===== src/hdl/rtc_halt_pkg.sv =====
// Package: register map, field positions, reset values and timing of the halt/flag block
`default_nettype none
package rtc_halt_pkg;
	localparam int ADDR_W = 4;
	localparam int DATA_W = 8;
	// Register offsets
	localparam logic [3:0] FLAG_OFS = 4'he; // event_flag_status
	localparam logic [3:0] CTRL_OFS = 4'hf; // halt, stop, alarm irq enable
	localparam logic [3:0] TSRC_OFS = 4'hd; // countdown source and enable
	localparam logic [3:0] TLOAD_OFS = 4'hb; // countdown preset
	// Flag field positions
	localparam int UPD_BIT = 5;
	localparam int CNT_BIT = 4;
	localparam int ALM_BIT = 3;
	localparam int LOSS_BIT = 1;
	// Control field positions
	localparam int HALT_BIT = 0;
	localparam int STOP_BIT = 1;
	localparam int AIE_BIT = 3;
	// Countdown source field positions
	localparam int TSEL_LSB = 0;
	localparam int TEN_BIT = 4;
	// Reset values
	localparam logic [7:0] FLAG_RST = 8'h02; // data_loss_flag set after cold start
	localparam logic [7:0] CTRL_RST = 8'h00;
	localparam logic [7:0] TSRC_RST = 8'h00;
	localparam logic [7:0] TLOAD_RST = 8'h00;
	// Timing
	localparam longint CLK_HZ = 250_000_000;
	localparam longint BASE_HZ = 4096;
	localparam int BASE_DIV = int'((CLK_HZ + BASE_HZ - 1) / BASE_HZ); // cycles per 4096 Hz tick
	localparam real BUS_TMO_S = 0.95;
	localparam int BUS_TMO_CYC = int'(BUS_TMO_S * 250_000_000.0); // 0.95 s in cycles, rounded to nearest
	// Countdown source selection
	typedef enum logic [1:0] {
		TSRC_4096,
		TSRC_64,
		TSRC_SEC,
		TSRC_MIN
	} tsrc_t;
	// Register port request
	typedef struct packed {
		logic wr;
		logic rd;
		logic [3:0] addr;
		logic [7:0] wdata;
	} reg_req_t;
	// Time-base events
	typedef struct packed {
		logic tick_64;
		logic tick_sec;
		logic tick_min;
	} tb_evt_t;
endpackage
`default_nettype wire


===== src/hdl/rtc_halt_flags.sv =====
// Counter halt control, event flag register and countdown timer of the clock module
// Function
// [RULE1] Writing halt one stops counting and clears sub-second prescaler.
// [RULE2] Writing halt zero resumes counting when stop bit is also zero.
// [RULE3] Bus STOP or repeated START during timeout clears halt automatically.
// [RULE4] Host clears both stop and halt to restart counting.
// [RULE5] While halted no time updates, update events or alarm events.
// [RULE6] While halted countdown stalls on 64 Hz, second or minute source.
// [RULE7] While halted countdown keeps running on 4096 Hz source.
// [RULE8] While halted divider stages 2048 Hz to 1 Hz stay reset.
// [RULE9] Flags at bits 5,4,3,1; other bits read zero, ignore writes.
// [RULE10] Update flag sets on update event, holds until written zero.
// [RULE11] Countdown flag sets on countdown event, holds until written zero.
// [RULE12] Alarm flag sets on alarm match, holds until written zero.
// [RULE13] Data-loss flag sets on supply drop, holds until written zero.
// [RULE14] Data-loss flag reads one after cold start.
// [RULE15] Writing one to data-loss flag has no effect.
// [RULE16] Host reinitialises all registers when data-loss flag reads one.
// [RULE17] Host uses halt bit only for clock and calendar purposes.
// [RULE18] Stop bit one halts counting; zero releases when halt zero.
// [RULE19] Interrupt pin low for alarm only with enable, until flag cleared.
// [RULE20] Writing one to update, countdown or alarm flag keeps its value.
`default_nettype none
module rtc_halt_flags
	import rtc_halt_pkg::*;
#(
	parameter int TMO_CYC = BUS_TMO_CYC,
	parameter int PRE_DIV = BASE_DIV
) (
	input wire logic core_clk, // 250 MHz clock
	input wire logic rst_b, // Asynchronous reset, active low
	input wire reg_req_t req, // Register write/read request
	output logic [7:0] rdata, // Read data, cycle after read strobe
	input wire logic bus_start, // Serial bus START seen, pulse
	input wire logic bus_stop, // Serial bus STOP or repeated START, pulse
	input wire logic alarm_match, // Alarm comparator match, pulse
	input wire logic supply_drop, // Supply-drop detector, from a pin
	output logic irq_n_o, // Interrupt pin output value (always low)
	output logic irq_n_oe, // Interrupt pin drive enable
	output logic halted, // Counting stopped
	output logic sec_tick // One-second time update pulse
);
	initial begin
		if (TMO_CYC < 1) $error("rtc_halt_flags: TMO_CYC must be positive");
	end
	logic [1:0] rst_sync;
	logic rst_n;
	logic [1:0] drop_sync;
	logic halt_reg, stop_reg, aie_reg;
	logic upd_f, cnt_f, alm_f, loss_f;
	logic ten_reg;
	tsrc_t tsel_reg;
	logic usel_reg;
	logic [7:0] tload_reg, tcnt_reg;
	logic [$clog2(TMO_CYC+1)-1:0] tmo_reg;
	logic tmo_run;
	logic tick_4096;
	tb_evt_t evt;
	logic upd_evt, cnt_evt, alm_evt, src_tick;
	logic wr_flag, wr_ctrl, wr_tsrc, wr_tload;
	// Reset release through two flops
	always_ff @(posedge core_clk or negedge rst_b) begin
		if (!rst_b) rst_sync <= 2'b00;
		else rst_sync <= {rst_sync[0], 1'b1};
	end
	assign rst_n = rst_sync[1];
	// Supply-drop pin synchroniser
	always_ff @(posedge core_clk or negedge rst_n) begin
		if (!rst_n) drop_sync <= 2'b00;
		else drop_sync <= {drop_sync[0], supply_drop};
	end
	// Write decode
	function automatic logic hit(input reg_req_t r, input logic [3:0] ofs);
		return r.wr && (r.addr == ofs);
	endfunction
	assign wr_flag = hit(req, FLAG_OFS);
	assign wr_ctrl = hit(req, CTRL_OFS);
	assign wr_tsrc = hit(req, TSRC_OFS);
	assign wr_tload = hit(req, TLOAD_OFS);
	// Bus timeout window, opened by START, closed by STOP or expiry
	always_ff @(posedge core_clk or negedge rst_n) begin
		if (!rst_n) begin
			tmo_reg <= '0;
		end else if (bus_start) begin
			tmo_reg <= $bits(tmo_reg)'(TMO_CYC);
		end else if (bus_stop) begin
			tmo_reg <= '0;
		end else if (tmo_reg != '0) begin
			tmo_reg <= tmo_reg - 1'b1;
		end
	end
	assign tmo_run = (tmo_reg != '0);
	// Halt bit: software write, auto cancel on STOP during timeout
	always_ff @(posedge core_clk or negedge rst_n) begin
		if (!rst_n) begin
			halt_reg <= CTRL_RST[HALT_BIT];
		end else if (wr_ctrl) begin
			halt_reg <= req.wdata[HALT_BIT]; // [RULE1] [RULE2]
		end else if (bus_stop && tmo_run) begin
			halt_reg <= 1'b0; // [RULE3]
		end
	end
	// Stop bit and alarm interrupt enable
	always_ff @(posedge core_clk or negedge rst_n) begin
		if (!rst_n) begin
			stop_reg <= CTRL_RST[STOP_BIT];
			aie_reg <= CTRL_RST[AIE_BIT];
		end else if (wr_ctrl) begin
			stop_reg <= req.wdata[STOP_BIT]; // [RULE18]
			aie_reg <= req.wdata[AIE_BIT];
		end
	end
	// Halted status; either bit holds counting off
	always_ff @(posedge core_clk or negedge rst_n) begin
		if (!rst_n) halted <= 1'b0;
		else halted <= halt_next_f(halt_reg, stop_reg); // [RULE2] [RULE4] [RULE18]
	end
	function automatic logic halt_next_f(input logic h, input logic s);
		return h | s;
	endfunction
	// Divider chain, held cleared while halt bit is one
	rtc_divider #(
		.PRE_DIV(PRE_DIV)
	) u_div (
		.core_clk(core_clk),
		.rst_n(rst_n),
		.hold(halt_reg | stop_reg), // [RULE1] [RULE8]
		.tick_4096(tick_4096),
		.evt(evt)
	);
	// Time update pulse out, suppressed while halted
	always_ff @(posedge core_clk or negedge rst_n) begin
		if (!rst_n) sec_tick <= 1'b0;
		else sec_tick <= evt.tick_sec & ~halted; // [RULE5]
	end
	assign upd_evt = (usel_reg ? evt.tick_min : evt.tick_sec) & ~halted; // [RULE5]
	assign alm_evt = alarm_match & ~halted; // [RULE5]
	// Countdown source and preset registers
	always_ff @(posedge core_clk or negedge rst_n) begin
		if (!rst_n) begin
			tsel_reg <= tsrc_t'(TSRC_RST[TSEL_LSB +: 2]);
			ten_reg <= TSRC_RST[TEN_BIT];
			usel_reg <= TSRC_RST[5];
			tload_reg <= TLOAD_RST;
		end else begin
			if (wr_tsrc) begin
				tsel_reg <= tsrc_t'(req.wdata[TSEL_LSB +: 2]);
				ten_reg <= req.wdata[TEN_BIT];
				usel_reg <= req.wdata[5];
			end
			if (wr_tload) tload_reg <= req.wdata;
		end
	end
	// Source tick selection for the countdown
	always_comb begin
		unique case (tsel_reg)
			TSRC_4096: src_tick = tick_4096; // [RULE7]
			TSRC_64: src_tick = evt.tick_64 & ~halted; // [RULE6]
			TSRC_SEC: src_tick = evt.tick_sec & ~halted; // [RULE6]
			TSRC_MIN: src_tick = evt.tick_min & ~halted; // [RULE6]
		endcase
	end
	// Countdown, reloads from preset in place of stepping from one to zero
	always_ff @(posedge core_clk or negedge rst_n) begin
		if (!rst_n) begin
			tcnt_reg <= TLOAD_RST;
		end else if (!ten_reg || wr_tload) begin
			tcnt_reg <= wr_tload ? req.wdata : tload_reg;
		end else if (src_tick) begin
			tcnt_reg <= (tcnt_reg <= 8'h01) ? tload_reg : tcnt_reg - 1'b1;
		end
	end
	assign cnt_evt = ten_reg && src_tick && (tcnt_reg == 8'h01);
	// Event flags: set wins over a zero write; one writes keep value
	always_ff @(posedge core_clk or negedge rst_n) begin
		if (!rst_n) begin
			upd_f <= FLAG_RST[UPD_BIT];
			cnt_f <= FLAG_RST[CNT_BIT];
			alm_f <= FLAG_RST[ALM_BIT];
			loss_f <= FLAG_RST[LOSS_BIT]; // [RULE14]
		end else begin
			upd_f <= upd_evt | (upd_f & ~(wr_flag & ~req.wdata[UPD_BIT])); // [RULE10] [RULE20]
			cnt_f <= cnt_evt | (cnt_f & ~(wr_flag & ~req.wdata[CNT_BIT])); // [RULE11] [RULE20]
			alm_f <= alm_evt | (alm_f & ~(wr_flag & ~req.wdata[ALM_BIT])); // [RULE12] [RULE20]
			loss_f <= drop_sync[1] | (loss_f & ~(wr_flag & ~req.wdata[LOSS_BIT])); // [RULE13] [RULE15]
		end
	end
	// Read data, registered, unused bits zero
	always_ff @(posedge core_clk or negedge rst_n) begin
		if (!rst_n) begin
			rdata <= 8'h00;
		end else if (req.rd) begin
			unique case (req.addr)
				FLAG_OFS: begin
					rdata <= 8'h00; // [RULE9]
					rdata[UPD_BIT] <= upd_f;
					rdata[CNT_BIT] <= cnt_f;
					rdata[ALM_BIT] <= alm_f;
					rdata[LOSS_BIT] <= loss_f;
				end
				CTRL_OFS: rdata <= {4'h0, aie_reg, 1'b0, stop_reg, halt_reg};
				TSRC_OFS: rdata <= {2'b00, usel_reg, ten_reg, 2'b00, tsel_reg};
				TLOAD_OFS: rdata <= tload_reg;
				default: rdata <= 8'h00;
			endcase
		end else begin
			rdata <= 8'h00;
		end
	end
	// Open-drain interrupt: drive low while enabled alarm flag stands
	always_ff @(posedge core_clk or negedge rst_n) begin
		if (!rst_n) begin
			irq_n_oe <= 1'b0;
			irq_n_o <= 1'b0;
		end else begin
			irq_n_oe <= aie_reg & alm_f; // [RULE19]
			irq_n_o <= 1'b0;
		end
	end
	// Checks
	halt_clears_a: assert property (@(posedge core_clk) disable iff (!rst_n)
		(wr_ctrl && req.wdata[HALT_BIT]) |=> ##2 !sec_tick [*8]) // [RULE1]
		else $error("second tick seen shortly after halt");
	resume_a: assert property (@(posedge core_clk) disable iff (!rst_n)
		(wr_ctrl && !req.wdata[HALT_BIT] && !req.wdata[STOP_BIT]) |=> ##1 !halted) // [RULE2]
		else $error("not resumed after clearing halt and stop");
	auto_cancel_a: assert property (@(posedge core_clk) disable iff (!rst_n)
		(bus_stop && tmo_run && !wr_ctrl) |=> !halt_reg) // [RULE3]
		else $error("halt not cancelled by bus stop");
	no_upd_halt_a: assert property (@(posedge core_clk) disable iff (!rst_n)
		(halted && !upd_f && !wr_flag) |=> !upd_f) // [RULE5]
		else $error("update flag set while halted");
	cnt_halt_a: assert property (@(posedge core_clk) disable iff (!rst_n)
		(halted && tsel_reg != TSRC_4096 && !wr_tload && ten_reg) |=> $stable(tcnt_reg)) // [RULE6]
		else $error("countdown ran while halted on slow source");
	flag_hold_a: assert property (@(posedge core_clk) disable iff (!rst_n)
		(alm_f && !(wr_flag && !req.wdata[ALM_BIT])) |=> alm_f) // [RULE12]
		else $error("alarm flag dropped without zero write");
	loss_one_a: assert property (@(posedge core_clk) disable iff (!rst_n)
		(loss_f && wr_flag && req.wdata[LOSS_BIT]) |=> loss_f) // [RULE15]
		else $error("data-loss flag changed by one write");
	irq_alarm_a: assert property (@(posedge core_clk) disable iff (!rst_n)
		(aie_reg && alm_f) |=> irq_n_oe) // [RULE19]
		else $error("interrupt not driven for enabled alarm");
endmodule
`default_nettype wire


===== src/hdl/rtc_divider.sv =====
// Divider chain from 4096 Hz down to 1 Hz with minute count and synchronous hold
`default_nettype none
module rtc_divider
	import rtc_halt_pkg::*;
#(
	parameter int PRE_DIV = BASE_DIV
) (
	input wire logic core_clk, // System clock
	input wire logic rst_n, // Synchronised reset, active low
	input wire logic hold, // Keep 2048 Hz..1 Hz stages cleared
	output logic tick_4096, // 4096 Hz pulse, runs during hold
	output tb_evt_t evt // Divided pulses
);
	initial begin
		if (PRE_DIV < 2) $error("rtc_divider: PRE_DIV must be at least 2");
	end
	logic [$clog2(PRE_DIV)-1:0] pre_reg;
	logic [11:0] chain_reg;
	logic [5:0] sec_reg;
	// Base prescaler, never held
	always_ff @(posedge core_clk or negedge rst_n) begin
		if (!rst_n) begin
			pre_reg <= '0;
			tick_4096 <= 1'b0;
		end else begin
			tick_4096 <= (pre_reg == $bits(pre_reg)'(PRE_DIV - 1));
			if (pre_reg == $bits(pre_reg)'(PRE_DIV - 1)) pre_reg <= '0;
			else pre_reg <= pre_reg + 1'b1;
		end
	end
	// Ripple stages 2048 Hz to 1 Hz held in reset while halted
	always_ff @(posedge core_clk or negedge rst_n) begin
		if (!rst_n) begin
			chain_reg <= '0;
			sec_reg <= '0;
			evt <= '0;
		end else if (hold) begin
			chain_reg <= '0;
			evt <= '0;
		end else begin
			evt <= '0;
			if (tick_4096) begin
				chain_reg <= chain_reg + 1'b1;
				evt.tick_64 <= (chain_reg[5:0] == 6'h3f);
				if (chain_reg == 12'hfff) begin
					evt.tick_sec <= 1'b1;
					if (sec_reg == 6'h3b) begin
						sec_reg <= '0;
						evt.tick_min <= 1'b1;
					end else begin
						sec_reg <= sec_reg + 1'b1;
					end
				end
			end
		end
	end
endmodule
`default_nettype wire


===== config.mk =====
export PLATFORM = sky130hd
export DESIGN_NAME = rtc_halt_flags
export DESIGN_NICKNAME = d
export VERILOG_FILES = /design/src/hdl/rtc_halt_pkg.sv /design/src/hdl/rtc_halt_flags.sv /design/src/hdl/rtc_divider.sv
export SDC_FILE = /design/constraint.sdc
export NUM_CORES = 1
export LEC_CHECK = 0
export BUFFER_PORTS_ARGS = -buffer_cell sky130_fd_sc_hd__buf_4
export CORE_AREA = 2 2 103 144
export CTS_CLUSTER_SIZE = 20
export DETAILED_ROUTE_END_ITERATION = 7
export DIE_AREA = 0 0 105 146
export HOLD_SLACK_MARGIN = 0.05
export PLACE_DENSITY_LB_ADDON = 0.08
export SLEW_MARGIN = 20
export SYNTH_ARGS = -nofsm -noshare
export SYNTH_HDL_FRONTEND = slang
export SYNTH_HIERARCHICAL = 1
export SYNTH_SLANG_ARGS = --single-unit

===== constraint.sdc =====
create_clock -name core_clk -period 3.05 [get_ports core_clk]
set_clock_uncertainty 0.15 [all_clocks]
set_input_delay 0.1525 -clock core_clk [delete_from_list [all_inputs] [get_ports core_clk]]
set_output_delay 0.1525 -clock core_clk [all_outputs]
set_load 0.1 [all_outputs]

# Word level (Yosys, flattened, before mapping)
# Index checks and enable logic that the tools add are counted.
# totals
word_cells,110
register_bits,108
out_inout_bits,12
inputBits,20
# classes
n_mux,21
order_cmp,1
n_eq_ne,12
bitwise,29
reduce_logical,16
add_sub_neg,5
# op_table
cell,n
28-bit 2-to-1 mux,3
8-bit 2-to-1 mux,5
8-bit one-hot mux with 4 select lines,1
28-bit nonzero test,1
28-bit by 1-bit subtractor with 28-bit output (second input constant),1
12-bit 2-to-1 mux,2
16-bit by 1-bit adder with 16-bit output (second input constant),1
16-bit == test (second input constant),1
4-bit == test (second input constant),4
16-bit 2-to-1 mux,1
1-bit bitwise AND,14
12-bit by 1-bit adder with 12-bit output (second input constant),1
12-bit == test (second input constant),1
6-bit == test (second input constant),2
1-bit NOT,10
8-bit by 1-bit == test with 1-bit output (second input constant),1
8-bit by 1-bit less-or-equal comparator with 1-bit output (second input constant),1
8-bit by 1-bit subtractor with 8-bit output (second input constant),1
1-bit logical AND,7
6-bit by 1-bit adder with 6-bit output (second input constant),1
3-bit 2-to-1 mux,2
6-bit 2-to-1 mux,1
2-bit nonzero test,3
1-bit OR,5
10 further kinds,14

# Longest topological paths before layout
# Gate-level depths: netlist of run 1.
# depth
word_depth,6
ltp_mapped,8
ltp_nobuf,7

# Hierarchy
# The synthesis of run 1 kept the hierarchy.
# by_module_without_submodules
module,cells_per_inst,n_inst,seq_area_each_um2,area_per_inst_um2
rtc_halt_flags,354,1,1752.9,3704.8
rtc_divider,168,1,950.9,1793.0

# Worst setup path before layout of run 1
# No wires, ideal clock.
# synth_path
path_type,register to register
startpoint,register halted
endpoint,register tcnt_reg[0]
path_stages_with_launch,7
period_less_slack_ns,2.515
required_time_ns,2.768
n_path_buf,1
slack_ns,0.535
setup_time_ns,0.132
t_arrival_ns,2.234
cell_sequence,dfrtp_1 nor4bb_1 a311oi_1 buf_2 a211oi_1 a211oi_1 a21oi_1
# synth_via
elab_chain_len,4
elab_cells_between_ends,6
cone_classes,mux: 1; bitwise: 4; reduce/logical: 1
# synth_rtl
element,line,source
"start, declared",rtc_halt_flags.sv:40,"output logic halted,"
"start signal, assigned",rtc_halt_flags.sv:116,"else halted <= halt_next_f(halt_reg, stop_reg);"
1-bit NOT (*),"rtc_halt_flags.sv:158, rtc_halt_flags.sv:159, rtc_halt_flags.sv:160",
1-bit bitwise AND (on tied branches),"rtc_halt_flags.sv:160, rtc_halt_flags.sv:158, rtc_halt_flags.sv:159",
1-bit one-hot mux with 4 select lines (*),rtc_halt_flags.sv:156,unique case (tsel_reg)
2-bit nonzero test (no source line) (*),n/a,
"end signal, assigned",rtc_halt_flags.sv:168,tcnt_reg <= wr_tload ? req.wdata : tload_reg;
"end signal, assigned",rtc_halt_flags.sv:170,tcnt_reg <= (tcnt_reg <= 8'h01) ? tload_reg : tcnt_reg - 1'b1;
"end, declared",rtc_halt_flags.sv:54,"logic [7:0] tload_reg, tcnt_reg;"
# Every way passes the cells marked *; elsewhere a longest branch is shown, timed or not.
# A chain may end at the register's enable or synchronous reset.

# Worst setup path after layout of run 1
# layout_path
startpoint,register tmo_reg[21]
endpoint,register tmo_reg[18]
# layout_via
elab_chain_len,2
# layout_rtl
element,line,source
"start, declared",rtc_halt_flags.sv:55,logic [$clog2(TMO_CYC+1)-1:0] tmo_reg;
"start signal, assigned",rtc_halt_flags.sv:85,tmo_reg <= $bits(tmo_reg)'(TMO_CYC);
"start signal, assigned",rtc_halt_flags.sv:89,tmo_reg <= tmo_reg - 1'b1;
28-bit nonzero test,rtc_halt_flags.sv:88,end else if (tmo_reg != '0) begin
3-bit nonzero test (no source line),n/a,
# Every way passes these cells.

==> qor.yml, run 1 <==
outcome:
  status: "completed"
floorplan:
  core_sq_um: 13900
  start_util: 0.395
  placementRows: 51
  die_h_um: 146
  die_area_sq_um: 15300
  die_x_um: 105
  io_pins: 32
worst_setup_path:
  crit_slowest_cell: "or4_4"
  arrival_ps: 2660
  end_kind: "flip-flop"
  ff2ff_path_depth: 6
  crit_start: "tmo_reg[21]$_DFFE_PN0P_"
  path_class: "flip-flop to flip-flop"
  crit_end: "tmo_reg[18]$_DFFE_PN0P_"
  timing.rr.end: "tmo_reg[18]$_DFFE_PN0P_"
  crit_fanout: 10
  reg2reg_from: "tmo_reg[21]$_DFFE_PN0P_"
  cp_cell_sequence: "or4_4 -> or3_1 -> buf_4 -> o211ai_2 -> xnor2_1 -> a21o_1"
  r2r_setup_slack_ps: 480
  max_stage_delay_ps: 560
  required_ps: 3140
  critPathLaunchType: "flip-flop"
clock_tree:
  clk_path_buf_depth: 2
  cts_setup_buffers: 0
  cts_buffers: 9
  numClockSinks: 108
  clock_latency_ps: 350
  clockRootBuffer: "clkbuf_16"
  htreeDepth: 3
  cts_tree: "yes"
  clk_pin_slew_ps: 70
grt:
  grt_max_degree: 41
  grt_overflow_total: 0
  grt_pass1_vias: 4069
  grt_antenna_before_repair: 0
  grt_pass1_wl_mm: 20.5
  grt.total_usage: 0.166
synthesis:
  synthArstFlopShare: 1.00
  synth_most_common_cell: "dfrtp_1"
  syn_nets: 549
  yosysTopAreaCell: "dfrtp_1"
  synth_area_per_cell_sq_um: 10.5
  syn_inst: 522
  synthTopCellsByArea: "dfrtp_1 49%, xnor2_1 3.3%, mux2_2 2.9%"
  synth_flop_cell: "dfrtp_1"
  yosysTopAreaCellShare: 0.487
  synth-seq-area-share: 0.492
  ys_warn_count: 6
  synth.distinct_cells: 71
  synth_edf_count: 0
  netlist_top_cells_count: "107 x dfrtp_1, 39 x nor2_1, 34 x nand2_1"
  synth_area_sq_um: 5500
  ys_ff_latch: 108
place:
  place_inst: 724
  io_buffer_count: 30
  post-dp-hpwl_mm: 8.55
  gp_congestion: 0.821
hold_path:
  min_path_type: "flip-flop to async pin"
drt:
  vias: 4020
  wl_per_cell_um: 15.7
  drc: 0
  drt-pass1-iter-count: 4
  vias_per_cell: 5.30
  drt_iter0_markers: 149
  ant_nets: 0
  routed_wirelength_mm: 11.9
final_layout:
  stdcell_count: 758
  num_antenna_cells: 0
  fillers: 1366
  drive_gt1_frac: 0.185
  syn2layout_area_growth_pct: 15.8
  layout.nets: 595
  largest_reg_flops: 28
sta:
  slew_headroom: 0.550
  worst_pin_slew_ps: 669
  hold_viol: 0
  setup_tns_ps: 0
  fmax_mhz: 389
  rsz0062_at_grt: "no"
  fin_crit_ps: 2570
  setup_viol: 0
  finalMaxSlewViolations: 0
  fin_crit_sh: 0.844
run:
  cap_violations: 0
pwr:
  p_per_area_nw_per_um2: 529
  p_leak_nw: 2.79
  peakVddDrop_mv: 0.297
[report_power, final]
part	total [W]	switching (W)	internal (W)
sequential	0.00169	0.000141	0.00155
clock	0.00110	0.000527	0.000575
combinational	0.000574	0.000332	0.000243
[stage by stage]
step           worst slack [ps]  total power [W]  hold WS [ps]  cell area (sq um)  utilization
2_1_floorplan               535          0.00212          -293               5500            -
3_3_place_gp                536          0.00227          -215               5910        0.425
3_5_place_dp                480          0.00228          -213               5910        0.425
4_1_cts                     469          0.00341           120               6370        0.458
5_1_grt                     366          0.00355           139               6370        0.458
6_report                    477          0.00337          98.8               6370        0.458
[cell usage in the layout, fill, tap and decap left out, types with 14 or more instances in the layout]
cell type      netlist  routed
mux2_2              14      14
inv_1               17      17
nor3_1              16      16
dfrtp_1            107     106
nor2_1              39      39
xor2_1              16      16
nand3_1             17      17
buf_4                1      37
dlygate4sd3_1        0      18
nand4_1             16      16
xnor2_1             21      21
nand2_1             34      34
a21oi_1             15      15
o21ai_0             25      25
[cell families (layout without fill, tap and decap cells)]
logic type,count (synthesis),count (layout),synth area share
AND/OR/NAND/NOR,200,200,0.211
AO/OA/AOI/OAI,108,108,0.141
flip-flops,108,108,0.492
buffers and inverters,39,90,0.0369
XOR/XNOR,37,37,0.0589
multiplexers,20,20,0.0405
adder cells (fa/ha/maj),8,8,0.0178
other,2,2,0.00137
[routing by layer]
metal | part of all wire | vias to the layer above | track usage
met5 | 0 | - | 0
met4 | 0.016 | 0 | 0.0580
met3 | 0.023 | 12 | 0.0282
met2 | 0.52 | 42 | 0.292
met1 | 0.44 | 1996 | 0.205
li1 | - | 1970 | -
[final cells by class]
class	instances	area, sq um	area share
Sequential cell	108	2710	0.425
Multi-Input combinational cell	375	2600	0.408
Timing Repair Buffer	56	478	0.0751
Clock buffer	12	246	0.0387
Tap cell	185	231	0.0364
Inverter	18	80.1	0.0126
Clock inverter	4	25.0	0.00393
[worst min path at each step]
| stage | startpoint | cells after the start | slack [ps] | to |
|---|---|---|---|---|
| global route | rst_sync[1]$_DFF_PN0_ | 0 | 140 | rdata[0]$_DFF_PN0_ |
| finish | rst_sync[1]$_DFF_PN0_ | 0 | 100 | rdata[0]$_DFF_PN0_ |
| CTS | rst_sync[1]$_DFF_PN0_ | 0 | 120 | rdata[0]$_DFF_PN0_ |
| floorplan | rst_b | 0 | -290 | rst_sync[0]$_DFF_PN0_ |
| global placement | rst_b | 1 | -220 | rst_sync[0]$_DFF_PN0_ |
| detailed placement | rst_b | 1 | -210 | rst_sync[0]$_DFF_PN0_ |
[critical path: cells and delay by family (launching register included)]
| family | cells | cell delay (ps) |
|---|---|---|
| flops | 1 | 390 |
| buf+inv | 1 | 260 |
| compound gates | 2 | 430 |
| simple gates | 2 | 1120 |
| xor+xnor | 1 | 100 |
[timing repair]
action,4_1_cts,5_1_grt
hold buffers,18,0
hold endpoints to repair,54,0
resized for setup,0,0
No activity file was read; power rests on OpenSTA's default activity.
==> run 2: changes to the inputs <==
Clock period 3.05 ns to 2.28 ns, I/O delays scaled along.
==> run 2 against run 1 <==
The run now ends with setup timing left. Power rose by 42%. Combinational power rose by 67%. Highest routed layer unchanged. Cell count is 5.7% higher.
==> qor.yml, run 2 (synthesis gave the netlist of run 1 again) <==
final_layout:
  final_core_util: 0.493  # +0.0351
  layout.nets: 638  # +7.2%
  largest_reg_flops: 28  # unchanged
  final_area_sq_um: 6850  # +7.7%
  syn2layout_area_growth_pct: 24.7
  final_common_cell: "dfrtp_1"
  num_antenna_cells: 0  # unchanged
  drive_gt1_frac: 0.263  # +0.0780
  final_cell_mix: "104 x dfrtp_1, 72 x buf_4, 39 x nor2_1, 34 x nand2_1, 22 x o21ai_0"
worst_setup_path:
  end_kind: "flip-flop"
  crit_fanout: 9  # -1
  path_buf_inv: 1  # unchanged
  crit_slowest_cell: "or4_4"
  required_ps: 2360  # -780 ps
  critPathLaunchType: "flip-flop"
  max_stage_delay_ps: 540  # -20 ps
  arrival_ps: 2430  # -230 ps
  cp_cell_sequence: "or4_4 -> or3_4 -> buf_12 -> o311ai_2 -> xor2_1 -> nor2_1"
  worst_path_dominant_cell_family: "simple AND/OR/NAND/NOR gates"
  path_class: "flip-flop to flip-flop"
floorplan:
  placementRows: 51  # unchanged
  die_x_um: 105  # unchanged
  start_util: 0.395  # unchanged
  die_h_um: 146  # unchanged
  core_sq_um: 13900  # unchanged
  io_pins: 32  # unchanged
  die_area_sq_um: 15300  # unchanged
drt:
  ant_nets: 0  # unchanged
  vias_per_cell: 5.28  # -0.47%
  routed_wirelength_mm: 12.9  # +9.0%
  vias: 4228  # +5.2%
  drt_iter0_markers: 132  # -11%
  drt-pass1-iter-count: 4  # unchanged
  wl_per_cell_um: 16.2  # +3.1%
  drc: 0  # unchanged
grt:
  grt_pass1_vias: 4290  # +5.4%
  grt_antenna_before_repair: 0  # unchanged
  grt_overflow_total: 0  # unchanged
  grt_max_degree: 40  # -2.4%
  grt_pass1_wl_mm: 21.6  # +5.6%
  grt.total_usage: 0.176  # +0.00931
place:
  io_buffer_count: 30  # unchanged
  post-dp-hpwl_mm: 9.11  # +6.5%
  place_area_sq_um: 6170  # +4.4%
  gp_congestion: 0.813  # -0.96%
  place_ws_ps: -78.4  # -558 ps
sta:
  finalMaxSlewViolations: 0  # unchanged
  fin_crit_sh: 1.03  # +0.185
  setup_tns_ps: -510  # -510 ps
  fmax_mhz: 427  # +9.7%
  setup_viol: 17  # +17
  setup_ws_ps: -64.7  # -542 ps
  rsz0062_at_grt: "yes"
  hold_viol: 0  # unchanged
  worst_pin_slew_ps: 533  # -136 ps
  slew_headroom: 0.644  # +0.0944
  fin_crit_ps: 2340  # -228 ps
pwr:
  peakVddDrop_mv: 0.455  # +53%
  p_leak_nw: 3.05  # +9.1%
  p_per_area_nw_per_um2: 695  # +31%
outcome:
  violations: "setup timing"
  status: "finished, violations left"
clock_tree:
  numClockSinks: 108  # unchanged
  clock_latency_ps: 350  # about the same
  clockRootBuffer: "clkbuf_16"
  cts_buffers: 9  # unchanged
  clk_path_buf_depth: 2  # unchanged
  cts_tree: "yes"
  clk_pin_slew_ps: 70  # about the same
  htreeDepth: 3  # unchanged
hold_path:
  min_path_type: "primary input to flip-flop"
run:
  cap_violations: 0  # unchanged
run 2: final cells by class:
cell class,instances,area (sq um)
tap,185,231
inverter,18,80.1
timing repair buffer,99,863
sequential,108,2710
multi-input combinational,375,2680
clock buffer,10,229
fill,1322,7060
clock inverter,6,63.8
run 2: power by group:
group / switching [W] / internal (W)
Sequential: 0.000173 / 0.00207
Combinational: 0.000525 / 0.000433
Clock: 0.000708 / 0.000853
run 2: path summary, 6_finish.rpt:
path	startpoint	to	slack, ps	cells after the start
max	tmo_reg[23]$_DFFE_PN0P_	tmo_reg[4]$_DFFE_PN0P_	-60	6
min	req[10]	rdata[0]$_DFF_PN0_	120	4
max reg2reg	tmo_reg[23]$_DFFE_PN0P_	tmo_reg[4]$_DFFE_PN0P_	-60	6
min reg2reg	rst_sync[1]$_DFF_PN0_	tmo_reg[3]$_DFFE_PN0P_	170	0
max in group asynchronous	rst_sync[1]$_DFF_PN0_	u_div/chain_reg[9]$_DFFE_PN0P_	1190	1
min in group asynchronous	rst_sync[1]$_DFF_PN0_	tmo_reg[3]$_DFFE_PN0P_	170	0
run 2: per-layer routing:
layer | up-vias | global-route usage | wire length (um)
met5 | - | 0 | 0
met4 | 0 | 0.0680 | 213
met3 | 15 | 0.0300 | 254
met2 | 43 | 0.316 | 6940
met1 | 2113 | 0.206 | 5530
li1 | 2057 | - | -
run 2: timing repair:
action                                  CTS  global route
hold buffers                             20             0
hold endpoints to repair                 54             0
endpoints found under the setup margin   26            36
buffers inserted                          1             7
gates resized for setup                  10            13
gates cloned                              1             1
pin swaps                                 4            10
run 2: through the flow:
step | hold WS [ps] | instances | total power, W
after global placement | -252 | 755 | 0.00315
after detailed placement | -249 | 755 | 0.00316
final | 122 | 801 | 0.00477
after CTS | 106 | 793 | 0.00479
after global routing | 142 | 801 | 0.00501
after floorplan | -332 | 522 | 0.00283
run 2: worst reg2reg max path, stage by stage (launching register included):
cell and delay (ps):
dfrtp_1 390, or4_4 540, or3_4 410, buf_12 160
o311ai_2 300, xor2_1 210, nor2_1 60
==> run 3: changes to the inputs <==
Clock period 2.28 ns to 2.5 ns, I/O delays scaled along.
==> run 3 against run 2 <==
The flow now finishes without violations. Sequential cell count stayed put. Sequential share of layout area is 2.5 points higher. Cell count is 4.4% lower. Maximum frequency is 1.5% lower. Via count is 4.6% lower. Hold slack worse by 36 ps. Cell area is 6.0% lower. Setup slack better by 180 ps. First-iteration DRC count is 17% higher. Sequential power is 8% lower. Critical path type unchanged.
==> qor.yml, run 3 (synthesis gave the netlist of run 1 again) <==
clock_tree:
  clk_pin_slew_ps: 70  # about the same
  numClockSinks: 108  # unchanged
  cts_tree: "yes"
  cts_buffers: 9  # unchanged
  clockRootBuffer: "clkbuf_16"
  htreeDepth: 3  # unchanged
  clock_latency_ps: 350  # about the same
  clk_path_buf_depth: 2  # unchanged
  cts_setup_buffers: 0  # -1
worst_setup_path:
  ff2ff_path_depth: 5  # -1
  crit_slowest_cell: "or4_1"
  cp_cell_sequence: "or4_1 -> or4_1 -> o22a_1 -> o22ai_1 -> o21ai_1"
  crit_fanout: 8  # -1
  worst_path_dominant_cell_family: "simple AND/OR/NAND/NOR gates"
  arrival_ps: 2450  # +20 ps
  max_stage_delay_ps: 650  # +110 ps
  path_buf_inv: 0  # -1
  critical_path_cell_count: 5  # -1
  required_ps: 2570  # +210 ps
  end_kind: "flip-flop"
  critPathLaunchType: "flip-flop"
  path_class: "flip-flop to flip-flop"
  crit_path_frequent_cell: "or4_1"
floorplan:
  die_h_um: 146  # unchanged
  die_area_sq_um: 15300  # unchanged
  die_x_um: 105  # unchanged
  io_pins: 32  # unchanged
  start_util: 0.395  # unchanged
  core_sq_um: 13900  # unchanged
  placementRows: 51  # unchanged
final_layout:
  layout.nets: 604  # -5.3%
  fillers: 1377  # +4.2%
  final_common_cell: "dfrtp_1"
  num_antenna_cells: 0  # unchanged
  largest_reg_flops: 28  # unchanged
  syn2layout_area_growth_pct: 17.3
  drive_gt1_frac: 0.191  # -0.0719
  stdcell_count: 766  # -4.4%
  final_cell_mix: "105 x dfrtp_1, 42 x buf_4, 39 x nor2_1, 34 x nand2_1, 25 x o21ai_0"
place:
  gp_congestion: 0.799  # -1.7%
  post-dp-hpwl_mm: 8.54  # -6.2%
  io_buffer_count: 30  # unchanged
  place_inst: 731  # -3.2%
pwr:
  peakVddDrop_mv: 0.365  # -20%
  p_per_area_nw_per_um2: 629  # -9.6%
  p_leak_nw: 2.83  # -7.0%
sta:
  hold_viol: 0  # unchanged
  fin_crit_ps: 2380  # +36.3 ps
  fin_crit_sh: 0.952  # -0.0760
  fmax_mhz: 420  # -1.5%
  rsz0062_at_grt: "no"
  finalMaxSlewViolations: 0  # unchanged
  setup_viol: 0  # -17
  setup_tns_ps: 0  # +510 ps
  whs_ps: 85.8  # -36.1 ps
grt:
  grt_overflow_total: 0  # unchanged
  grt_pass1_vias: 4140  # -3.5%
  grt.total_usage: 0.164  # -0.0120
  grt_pass1_wl_mm: 20.2  # -6.3%
  grt_antenna_before_repair: 0  # unchanged
  grt_max_degree: 41  # +2.5%
drt:
  wl_per_cell_um: 15.3  # -5.3%
  vias_per_cell: 5.27  # -0.20%
  routed_wirelength_mm: 11.7  # -9.4%
  ant_nets: 0  # unchanged
  drt_iter0_markers: 154  # +17%
  drc: 0  # unchanged
  drt-pass1-iter-count: 4  # unchanged
  vias: 4035  # -4.6%
hold_path:
  hold_path_depth: 3  # -1
  min_path_type: "primary input to flip-flop"
run:
  cap_violations: 0  # unchanged
outcome:
  status: "completed"
## run 3: cell types whose count changed in the layout (fill, tap and decap cells not counted), sizes merged
cell,before,now
buf,77,45
bufbuf,1,0
bufinv,1,0
clkbuf,11,13
clkinv,3,2
clkinvlp,2,1
inv,18,17
## run 3: final timing paths
kind,endpoint,from,slack (ps)
min reg2reg,tmo_reg[11]$_DFFE_PN0P_,rst_sync[1]$_DFF_PN0_,120
max reg2reg,tcnt_reg[3]$_DFFE_PN0P_,tcnt_reg[5]$_DFFE_PN0P_,120
min,rdata[0]$_DFF_PN0_,req[9],90
min in group asynchronous,tmo_reg[11]$_DFFE_PN0P_,rst_sync[1]$_DFF_PN0_,120
max,tcnt_reg[3]$_DFFE_PN0P_,tcnt_reg[5]$_DFFE_PN0P_,120
max in group asynchronous,u_div/chain_reg[1]$_DFFE_PN0P_,rst_sync[1]$_DFF_PN0_,1400
## run 3: worst register-to-register path: stages (launching register included)
cell,delay (ps)
dfrtp_1,420
or4_1,560
or4_1,650
o22a_1,260
o22ai_1,150
o21ai_1,70
## run 3: metal layers
| layer | wire [um] | global-route usage | share of wire | vias up |
|---|---|---|---|---|
| li1 | - | - | - | 1996 |
| met1 | 5270 | 0.208 | 0.45 | 1993 |
| met2 | 6060 | 0.281 | 0.52 | 35 |
| met3 | 214 | 0.0269 | 0.018 | 11 |
| met4 | 176 | 0.0580 | 0.015 | 0 |
| met5 | 0 | 0 | 0 | - |
## run 3: final cells by class
cell class	count	area [sq um]	share of cell area
tap	185	231	0.0359
sequential	108	2710	0.420
clock inverter	2	12.5	0.00194
multi-input combinational	375	2600	0.403
timing repair buffer	65	576	0.0893
clock buffer	13	240	0.0373
inverter	18	80.1	0.0124
## run 3: repair_timing
action                                 CTS  global route
endpoints found under the hold margin   55             0
hold buffers                            20             0
resized for setup                        0             0
## run 3: stage by stage
step / total power (W) / setup WS (ps) / util / area (sq um)
5_1_grt: 0.00428 / 4.94 / 0.463 / 6450
2_1_floorplan: 0.00258 / 165 / - / 5500
3_5_place_dp: 0.00281 / 117 / 0.431 / 5990
6_report: 0.00405 / 119 / 0.463 / 6450
3_3_place_gp: 0.00280 / 159 / 0.431 / 5990
4_1_cts: 0.00413 / 104 / 0.463 / 6450
## run 3: power by group
group	switching, W	total (W)	internal, W
combinational	0.000413	0.000726	0.000313
clock	0.000595	0.00127	0.000670
sequential	0.000171	0.00206	0.00189
total	0.00118	0.00405	0.00288
